## src/rtl/asr_pkg.sv

```systemverilog
// constants for the static memory host controller
package asr_pkg;
  localparam int ADDR_W = 19;
  localparam int DATA_W = 8;
  localparam int CLK_PERIOD_NS = 100;
  localparam int READ_CYCLE_TIME_NS = 70;
  localparam int SELECT_ACCESS_TIME_NS = 70;
  localparam int OUTPUT_DRIVE_ACCESS_TIME_NS = 35;
  localparam int WRITE_TO_FLOAT_TIME_NS = 25;
  localparam int DESELECT_TO_FLOAT_TIME_NS = 25;
  localparam int SELECT_TO_WRITE_END_TIME_NS = 60;
  localparam int RETENTION_RECOVERY_TIME_NS = 5000000;
  // least times round up, at least one cycle
  function automatic int cyc_up(input int ns);
    int c;
    c = (ns + CLK_PERIOD_NS - 1) / CLK_PERIOD_NS;
    return (c < 1) ? 1 : c;
  endfunction
  localparam int READ_CYC = cyc_up(SELECT_ACCESS_TIME_NS);
  localparam int WRITE_CYC = cyc_up(SELECT_TO_WRITE_END_TIME_NS);
  localparam int FLOAT_CYC = cyc_up(DESELECT_TO_FLOAT_TIME_NS);
  localparam int GAP_CYC = cyc_up(READ_CYCLE_TIME_NS);
  localparam int RECOVERY_CYC = cyc_up(RETENTION_RECOVERY_TIME_NS);
  localparam int CNT_W = 16;
  // flip-flop stages between the data pins and any logic
  localparam int SYNC_STAGES = 2;
  typedef enum logic [2:0] {
    ASR_IDLE, ASR_RD, ASR_WR, ASR_WR_END, ASR_GAP, ASR_RET, ASR_RECOVER
  } asr_state_t;
endpackage

```

## src/rtl/asr_host.sv

```systemverilog
// host controller driving an asynchronous 512k x 8 static memory
`timescale 1ns/1ns
`default_nettype none
// Function
// - read keeps read/write high, selects low
// - write framed by read/write line low
// - write may be framed by chip select
// - never drive data while memory drives
// - cycles spaced at least 70 ns
// - select low 60 ns before write ends
// - deselect before retention, wait 5 ms after
module asr_host #(
  parameter int RECOVERY_CYCLES = asr_pkg::RECOVERY_CYC
) (
  input wire logic clk_sys,
  input wire logic reset_n,
  input wire logic reqValid,
  output logic reqReady,
  input wire logic reqWrite,
  input wire logic [asr_pkg::ADDR_W-1:0] reqAddr,
  input wire logic [asr_pkg::DATA_W-1:0] reqWdata,
  output logic rspValid,
  output logic [asr_pkg::DATA_W-1:0] rspRdata,
  input wire logic retainReq,
  output logic retainActive,
  output logic [asr_pkg::ADDR_W-1:0] word_address,
  output logic selectN,
  output logic outEnableN,
  output logic readWriteN,
  input wire logic [asr_pkg::DATA_W-1:0] data_lines_in,
  output logic [asr_pkg::DATA_W-1:0] data_lines_out,
  output logic data_lines_oe
);
  localparam logic [asr_pkg::CNT_W-1:0] READ_N =
    asr_pkg::CNT_W'(asr_pkg::READ_CYC);
  localparam logic [asr_pkg::CNT_W-1:0] WRITE_N =
    asr_pkg::CNT_W'(asr_pkg::WRITE_CYC);
  localparam logic [asr_pkg::CNT_W-1:0] FLOAT_N =
    asr_pkg::CNT_W'(asr_pkg::FLOAT_CYC);
  localparam logic [asr_pkg::CNT_W-1:0] GAP_N =
    asr_pkg::CNT_W'(asr_pkg::GAP_CYC);
  localparam logic [asr_pkg::CNT_W-1:0] SYNC_N =
    asr_pkg::CNT_W'(asr_pkg::SYNC_STAGES);
  localparam logic [31:0] RECOVER_N = 32'(RECOVERY_CYCLES);

  asr_pkg::asr_state_t state_r, state_nxt;
  logic [asr_pkg::CNT_W-1:0] cnt_r, cnt_nxt;
  logic [31:0] recCnt_r, recCnt_nxt;
  logic [asr_pkg::ADDR_W-1:0] addr_r, addr_nxt;
  logic [asr_pkg::DATA_W-1:0] wdata_r, wdata_nxt;
  logic [asr_pkg::DATA_W-1:0] rdata_r, rdata_nxt;
  logic [asr_pkg::DATA_W-1:0] pinSync1_r, pinSync2_r;
  logic sel_r, sel_nxt, oe_r, oe_nxt, rw_r, rw_nxt;
  logic drv_r, drv_nxt, rsp_r, rsp_nxt;

  assign reqReady = (state_r == asr_pkg::ASR_IDLE) && !retainReq;
  assign retainActive = (state_r == asr_pkg::ASR_RET);
  assign rspValid = rsp_r;
  assign rspRdata = rdata_r;
  assign word_address = addr_r;
  assign selectN = sel_r;
  assign outEnableN = oe_r;
  assign readWriteN = rw_r;
  assign data_lines_out = wdata_r;
  assign data_lines_oe = drv_r;

  always_comb begin
    state_nxt = state_r;
    cnt_nxt = cnt_r;
    recCnt_nxt = recCnt_r;
    addr_nxt = addr_r;
    wdata_nxt = wdata_r;
    rdata_nxt = rdata_r;
    sel_nxt = sel_r;
    oe_nxt = oe_r;
    rw_nxt = rw_r;
    drv_nxt = drv_r;
    rsp_nxt = 1'b0;
    case (state_r)
      asr_pkg::ASR_IDLE: begin
        if (retainReq) begin
          sel_nxt = 1'b1;
          state_nxt = asr_pkg::ASR_RET;
        end else if (reqValid) begin
          addr_nxt = reqAddr;
          cnt_nxt = '0;
          sel_nxt = 1'b0;
          if (reqWrite) begin
            // oe stays high so memory never drives during write
            oe_nxt = 1'b1;
            rw_nxt = 1'b0;
            wdata_nxt = reqWdata;
            state_nxt = asr_pkg::ASR_WR;
          end else begin
            oe_nxt = 1'b0;
            rw_nxt = 1'b1;
            state_nxt = asr_pkg::ASR_RD;
          end
        end
      end
      asr_pkg::ASR_RD: begin
        cnt_nxt = cnt_r + 1'b1;
        // pins settle, then must pass both synchroniser stages
        if (cnt_r + 1'b1 >= READ_N + SYNC_N) begin
          rdata_nxt = pinSync2_r;
          rsp_nxt = 1'b1;
          sel_nxt = 1'b1;
          oe_nxt = 1'b1;
          cnt_nxt = '0;
          state_nxt = asr_pkg::ASR_GAP;
        end
      end
      asr_pkg::ASR_WR: begin
        cnt_nxt = cnt_r + 1'b1;
        // data driven only once outputs have floated
        if (cnt_r + 1'b1 >= FLOAT_N) drv_nxt = 1'b1;
        if (cnt_r + 1'b1 >= WRITE_N + FLOAT_N) begin
          rw_nxt = 1'b1;
          sel_nxt = 1'b1;
          rsp_nxt = 1'b1;
          state_nxt = asr_pkg::ASR_WR_END;
        end
      end
      asr_pkg::ASR_WR_END: begin
        drv_nxt = 1'b0; // zero data hold, release after edge
        cnt_nxt = '0;
        state_nxt = asr_pkg::ASR_GAP;
      end
      asr_pkg::ASR_GAP: begin
        cnt_nxt = cnt_r + 1'b1;
        if (cnt_r + 1'b1 >= GAP_N) state_nxt = asr_pkg::ASR_IDLE;
      end
      asr_pkg::ASR_RET: begin
        if (!retainReq) begin
          recCnt_nxt = '0;
          state_nxt = asr_pkg::ASR_RECOVER;
        end
      end
      asr_pkg::ASR_RECOVER: begin
        recCnt_nxt = recCnt_r + 1'b1;
        if (recCnt_r + 1'b1 >= RECOVER_N) begin
          state_nxt = asr_pkg::ASR_IDLE;
        end
      end
      default: state_nxt = asr_pkg::ASR_IDLE;
    endcase
  end

  always_ff @(posedge clk_sys or negedge reset_n) begin
    if (!reset_n) begin
      state_r <= asr_pkg::ASR_IDLE;
      cnt_r <= '0;
      recCnt_r <= '0;
      addr_r <= '0;
      wdata_r <= '0;
      rdata_r <= '0;
      sel_r <= 1'b1;
      oe_r <= 1'b1;
      rw_r <= 1'b1;
      drv_r <= 1'b0;
      rsp_r <= 1'b0;
    end else begin
      state_r <= state_nxt;
      cnt_r <= cnt_nxt;
      recCnt_r <= recCnt_nxt;
      addr_r <= addr_nxt;
      wdata_r <= wdata_nxt;
      rdata_r <= rdata_nxt;
      sel_r <= sel_nxt;
      oe_r <= oe_nxt;
      rw_r <= rw_nxt;
      drv_r <= drv_nxt;
      rsp_r <= rsp_nxt;
    end
  end

  // two-stage synchroniser on the data pins
  always_ff @(posedge clk_sys or negedge reset_n) begin
    if (!reset_n) begin
      pinSync1_r <= '0;
      pinSync2_r <= '0;
    end else begin
      pinSync1_r <= data_lines_in;
      pinSync2_r <= pinSync1_r;
    end
  end

  AST_NO_DRIVE_WHILE_READ: assert property (@(posedge clk_sys)
    disable iff (!reset_n) data_lines_oe |->
    outEnableN && $past(outEnableN) && (!readWriteN || selectN))
    else $error("data driven while memory may drive");
  AST_WRITE_SELECT_LOW: assert property (@(posedge clk_sys)
    disable iff (!reset_n)
    $rose(readWriteN) |-> !$past(selectN, 1) && !$past(selectN, 2))
    else $error("select not low long enough before write end");
  AST_READ_LINE_HIGH: assert property (@(posedge clk_sys)
    disable iff (!reset_n) !outEnableN |-> readWriteN && !selectN)
    else $error("read cycle without read line high");
  AST_GAP_AFTER_CYCLE: assert property (@(posedge clk_sys)
    disable iff (!reset_n) $rose(selectN) |=> selectN)
    else $error("cycle spacing violated");
  AST_RSP_PULSE: assert property (@(posedge clk_sys)
    disable iff (!reset_n) rspValid |=> !rspValid)
    else $error("response longer than one cycle");
  AST_READ_WAIT: assert property (@(posedge clk_sys)
    disable iff (!reset_n)
    $fell(outEnableN) |-> (!outEnableN && !rspValid) [*3] ##1 rspValid)
    else $error("read data taken too early");
  AST_RET_DESELECT: assert property (@(posedge clk_sys)
    disable iff (!reset_n) retainActive |-> selectN)
    else $error("retention while selected");
  AST_WRITE_OE_HIGH: assert property (@(posedge clk_sys)
    disable iff (!reset_n) !readWriteN |-> outEnableN)
    else $error("output enable low during write");
  AST_IDLE_STANDBY: assert property (@(posedge clk_sys)
    disable iff (!reset_n) reqReady |-> selectN && !data_lines_oe)
    else $error("idle but selected");
endmodule // asr_host
`default_nettype wire

```

## config.mk

```make
export PLATFORM = sky130hd
export DESIGN_NAME = asr_host
export DESIGN_NICKNAME = d
export VERILOG_FILES = /design/src/rtl/asr_pkg.sv /design/src/rtl/asr_host.sv
export SDC_FILE = /design/constraint.sdc
export NUM_CORES = 1
export LEC_CHECK = 0
export BUFFER_PORTS_ARGS = -buffer_cell sky130_fd_sc_hd__buf_4
export CAP_MARGIN = 20
export CORE_UTILIZATION = 30
export CTS_CLUSTER_SIZE = 30
export DETAILED_ROUTE_END_ITERATION = 6
export PLACE_DENSITY = 0.56
export SLEW_MARGIN = 0
export SYNTH_ARGS = -nofsm -noshare
export SYNTH_HDL_FRONTEND = slang
export SYNTH_SLANG_ARGS = --single-unit
```

## constraint.sdc

```tcl
create_clock -name clk_sys -period 2.95 [get_ports clk_sys]
set_clock_uncertainty 0.1 [all_clocks]
set_input_delay 0.1475 -clock clk_sys [delete_from_list [all_inputs] [get_ports clk_sys]]
set_output_delay 0.1475 -clock clk_sys [all_outputs]
set_load 0.01 [all_outputs]
```

* Yosys cells after proc, flatten, opt, wreduce, memory -nomap -nowiden
Cells that the tools add are included.
** Word-level totals
- Output and inout port bits :: 42
- Input port bits :: 40
- Register bits after elaboration :: 107
** Cells by class
- Add/sub/neg operators :: 2
- Bitwise operators :: 1
- Eq/ne operators :: 15
- Mux-type cells :: 33
- Magnitude comparators :: 4
- Reduce and logical (&&, ||, !) cells :: 20
** Operator list (count)
- 16-bit case mux with 4 select lines :: 1
- 32-bit case mux with 2 select lines :: 1
- 16-bit two-way mux :: 3
- 32-bit by 1-bit adder with 32-bit output, second input constant :: 1
- 16-bit by 2-bit >= comparator with 1-bit output, second input constant :: 2
- 32-bit by 16-bit >= comparator with 1-bit output, second input constant :: 1
- 32-bit two-way mux :: 1
- 3-bit two-way mux :: 7
- 3-bit case mux with 7 select lines :: 1
- 16-bit by 1-bit adder with 16-bit output, second input constant :: 1
- 16-bit by 1-bit >= comparator with 1-bit output, second input constant :: 1
- 2-bit != test, second input constant :: 8
- 4-bit AND reduction :: 4
- 1-bit two-way mux :: 13
- 3-bit == test, second input constant :: 3
- 1-bit case mux with 2 select lines :: 4
- 2-bit nonzero test :: 4
- 3-bit by 2-bit == test with 1-bit output, second input constant :: 2
- 2-bit AND reduction :: 3
- 3-bit AND reduction :: 2
- 6-bit AND reduction :: 1
- 4-bit nonzero test :: 1
- 3-bit by 1-bit == test with 1-bit output, second input constant :: 1
- 3-bit logical NOT :: 1
- 8 further kinds :: 8

* Depth between registers and ports, before layout
- Depth in word-level cells :: 4
- Mapped depth :: 10
- Depth with buffers taken out :: 9

* Least setup slack after synthesis
OpenSTA, ideal clock, no wires.
- Path type :: flip-flop to flip-flop
- Start :: register cnt_r[3] (netlist name)
- End :: register state_r[2]
- Setup time :: 0.138 ns
- Arrival :: 2.388 ns
- Cell stages (with the launch flop) :: 10
- Buffers on the path :: 1
- Slack :: 0.323 ns
- Path through :: dfrtp_1 -> buf_2 -> nand3_4 -> nor3_2 -> mux2_2 -> o31ai_2 -> a32o_2 -> or3_1 -> a21oi_1 -> or4_1
** On the way
- Word-level cells in the longest chain between the ends :: 4
** Ends and longest elaborated chain
- start: declaration :: line asr_host.sv:47 : logic [asr_pkg::CNT_W-1:0] cnt_r, cnt_nxt;
- start signal: assignment :: line asr_host.sv:164 : cnt_r <= cnt_nxt;
- 16-bit by 1-bit adder with 16-bit output * :: line asr_host.sv:104, asr_host.sv:117, asr_host.sv:131
- 16-bit by 2-bit >= comparator with 1-bit output (tied with other cells) :: line asr_host.sv:117 : if (cnt_r + 1'b1 >= WRITE_N + FLOAT_N) begin
- 2-bit != test (no source line)
- 6-bit AND reduction (no source line) *
- end signal: assignment :: line asr_host.sv:151 : state_r <= asr_pkg::ASR_IDLE;
- end signal: assignment :: line asr_host.sv:163 : state_r <= state_nxt;
- end: declaration :: line asr_host.sv:46 : asr_pkg::asr_state_t state_r, state_nxt;
Every way passes the cells marked *; elsewhere a longest branch is shown, timed or not.
A chain may end at the register's enable or synchronous reset.

* Worst setup path in the final report
- Start :: register cnt_r[0] (netlist name)
- End :: register state_r[2]
The elaborated chain is that of the path after synthesis.

==> key figures <==
Run status
  – Outcome: finished clean

Global route
  – Initial antenna violation count: 0
  – Most crowded layer after global routing: met2
  – Met1 GRT Util: between 20% and 30%
  – Gr usage total: 15.03%
  – Gr ovfl total: 0
  – Vias in the first global route: 4,708
  – Largest net degree at the start of global routing: 39
  – GR Util met3: between 2 and 3%
  – First-pass GRT wire length: approximately 24 mm
  – Grt met2 use: 23.79%

Route
  – Drt drc: 0
  – Drt pass-1 iters: 4
  – Starting DRT DRC Count: 346
  – Routed via count: 5,057
  – Post-Route WL: 14.48 mm
  – Wire length per cell: 14.73 µm
  – Post-route ant nets: 0
  – Via-to-Cell Ratio: 5.144

Power and ir drop
  – Net Sw Power: about 2300 µW
  – Pleak: 0.003249 µW
  – Comb power frac: between 40% and 50%
  – P_int: 3724 µW
  – Sequential Power Share: 37.9%
  – PD cells: ~800 mW/mm²
  – Worst VDD drop: roughly 0.33 mV
  – Clock share of power: 20.5%
  – Switching Share: 38.27%

Floorplanning
  – Site Rows: 50
  – Die Height: 140.2 µm
  – Initial Utilization: 30.62%
  – Die X: 140.2 µm
  – IO Count: 82
  – Die area: 0.01965 mm²
  – CORE AREA: 0.01871 mm²

Setup path
  – Setup crit start kind: flip-flop
  – Slowest-stage cell, CP: dfrtp_2
  – CP arrival: 2870 ps
  – Critical Path Max Stage Delay: about 430 ps
  – Crit path max-delay family: simple AND/OR/NAND/NOR gates
  – Worst endpoint required time: 3080 ps
  – Crit. End Element: flip-flop
  – CP cell instances: ha_1 > nand2_2 > nor4_4 > nand4b_1 > a211oi_4 > a32o_2 > or3_1 > a21oi_1 > or4_1
  – Setup CP Type: reg2reg
  – Crit-path max FO: 9
  – Buf/Inv on CP: 0

Timing
  – Unrepaired setup endpoints after global routing: no
  – Max Clock Freq: 365.1 MHz
  – # setup viols final: 0
  – Setup ws final: between 200 and 250 ps
  – Final hold vios: 0
  – Crit share post-route: slightly above 90%
  – Fin crit period: roughly 2700 ps
  – Max-slew headroom: a little over half
  – Pins Over Slew Limit: 0
  – Worst slew pin tran: 676.8 ps
  – Total Neg Setup Slack: 0 ps

Placed design
  – Setup WS pre-CTS: 127.9 ps
  – Placed cells: slightly above 900
  – Detailed placement HPWL: 9.730 mm
  – Placed instance area: 0.006706 mm²
  – Gpl congestion: 0.8261
  – Port bufs: 81

CTS
  – Root Buffer: clkbuf_16
  – Worst-Skew Late Latency: roughly 360 ps
  – CTS tree: built
  – CTS H-tree depth: 3
  – # Post-CTS Setup Buffers: 0
  – Clock slew at the register clock pins of the worst setup and hold paths: 80 ps
  – CTS max path bufs: 2
  – TritonCTS Buffers: 9
  – Clk sinks: between 100 and 150

Final layout
  – Final Non-Filler Cells: 983
  – Fillers: ~1,800
  – Ant diodes: 0
  – Commonest non-fill, non-tap cells in the layout: 115 x buf_4, 102 x dfrtp_1, 98 x nand2_1, 59 x o21ai_0, 44 x nor2_1
  – Area Overhead vs Synth: 29.17%
  – Share of cells above drive strength 1: 24.03%
  – Most common cell after layout, fill and taps aside: buf_4
  – Nets: 790
  – FF/Latch Area: between 0.002 and 0.003 mm²
  – Area of the multi-input gates: around 0.0028 mm²
  – Final instance area: 0.007397 mm²

Synthesis
  – Fraction of registers with async set/reset: 100.0%
  – Sequential fraction of the synthesis area: between 40% and 50%
  – Post-synthesis cell area: 0.005727 mm²
  – Netlist cell types: 65
  – Avg Cell Area, Syn: roughly 9.1 µm²
  – Synth Warn #: 0
  – EDFF count, synth: 0
  – Main flop type after synthesis: dfrtp_1
  – Seq cells post-synth: 107
  – Synth Net Count: 672
  – Cell count after synthesis: 626

Min path
  – Worst hold path type: in2reg

Flow run
  – Max-cap violation count: 0
-- final timing paths --
kind | slack, ps | start | endpoint | cells past startpoint
min in group asynchronous | 190 | reset_n | data_lines_out[6] | 2
min reg2reg | 240 | pinSync1_r[7] | pinSync2_r[7] | 0
max reg2reg | 210 | cnt_r[0] | state_r[2] | 9
max in group asynchronous | 1760 | reset_n | word_address[0] | 3
max | 210 | cnt_r[0] | state_r[2] | 9
min | 110 | retainReq | state_r[0] | 5
-- what timing repair did --
| action | 4_1_cts | 5_1_grt |
|---|---|---|
| endpoints found under the hold margin | 70 | 0 |
| hold buffers | 37 | 0 |
| resized for setup | 0 | 5 |
| endpoints found under the setup margin | 0 | 9 |
-- cell usage after synthesis (5+ instances only) --
| cell type | n | area [µm²] |
|---|---|---|
| nor4_1 | 8 | 50.05 |
| nand3_1 | 30 | 150.1 |
| dfrtp_1 | 104 | 2603 |
| ha_1 | 6 | 75.07 |
| nand2_1 | 99 | 371.6 |
| a31oi_1 | 20 | 125.1 |
| mux2_2 | 19 | 214.0 |
| and4_1 | 5 | 43.79 |
| o21ai_0 | 60 | 300.3 |
| o31ai_1 | 10 | 75.07 |
| and3_1 | 12 | 75.07 |
| nor2_1 | 44 | 165.2 |
| nor3_1 | 12 | 60.06 |
| inv_1 | 10 | 37.54 |
| a41oi_1 | 5 | 43.79 |
| nand4_1 | 21 | 131.4 |
| a21oi_1 | 28 | 140.1 |
| clkbuf_1 | 33 | 123.9 |
| buf_2 | 8 | 40.04 |
-- worst reg2reg max path: cells and delay by family, from the launching register on --
| family | cells | cell delay [ps] |
|---|---|---|
| simple gates | 5 | 1170 |
| compound gates | 3 | 720 |
| flops | 1 | 430 |
| fa+ha+maj | 1 | 200 |
-- registers in the layout, indices dropped and copies added, names as in the netlist, 3 cells and up --
signal	cells
recCnt_r	32
rspRdata	8
data_lines_out	8
cnt_r	16
word_address	19
state_r	3
pinSync2_r	8
pinSync1_r	8
-- power by group through the flow --
stage	combinational, µW	clock [µW]	sequential [µW]
3_5_place_dp	2440	0	2290
4_1_cts	2490	1280	2270
3_3_place_gp	2420	0	2290
6_report	2510	1240	2280
2_1_floorplan	1490	0	2290
5_1_grt	2770	1330	2360
-- per-stage QoR --
stage	hold WS, ps	util, %	power [µW]
after floorplan	-248.1	-	3770
after global placement	49.40	35.85	4712
after detailed placement	54.81	35.85	4739
after CTS	108.2	39.45	6041
after global routing	142.6	39.55	6460
final	107.9	39.55	6032
-- cell type report --
class	count	area share (%)
Inverter	10	0.5074
Tap cell	234	3.958
Multi-Input combinational cell	463	38.21
Clock buffer	10	3.095
Timing Repair Buffer	153	16.95
Clock inverter	6	0.9980
Sequential cell	107	36.28
-- metal layers --
layer,share of wire [%],vias up
li1,-,2514
met1,48,2444
met3,3.8,8
met5,0,-
met2,47,91
met4,0.73,0
-- cells by family after synthesis --
logic type,count (synthesis),synth area share [%]
simple gates,265,24.51
compound gates,162,17.70
flops,107,46.82
buf+inv,56,4.151
mux,23,4.435
xor+xnor,7,1.071
fa+ha+maj,6,1.311
Note: power is estimated with default switching activity, not from simulation.
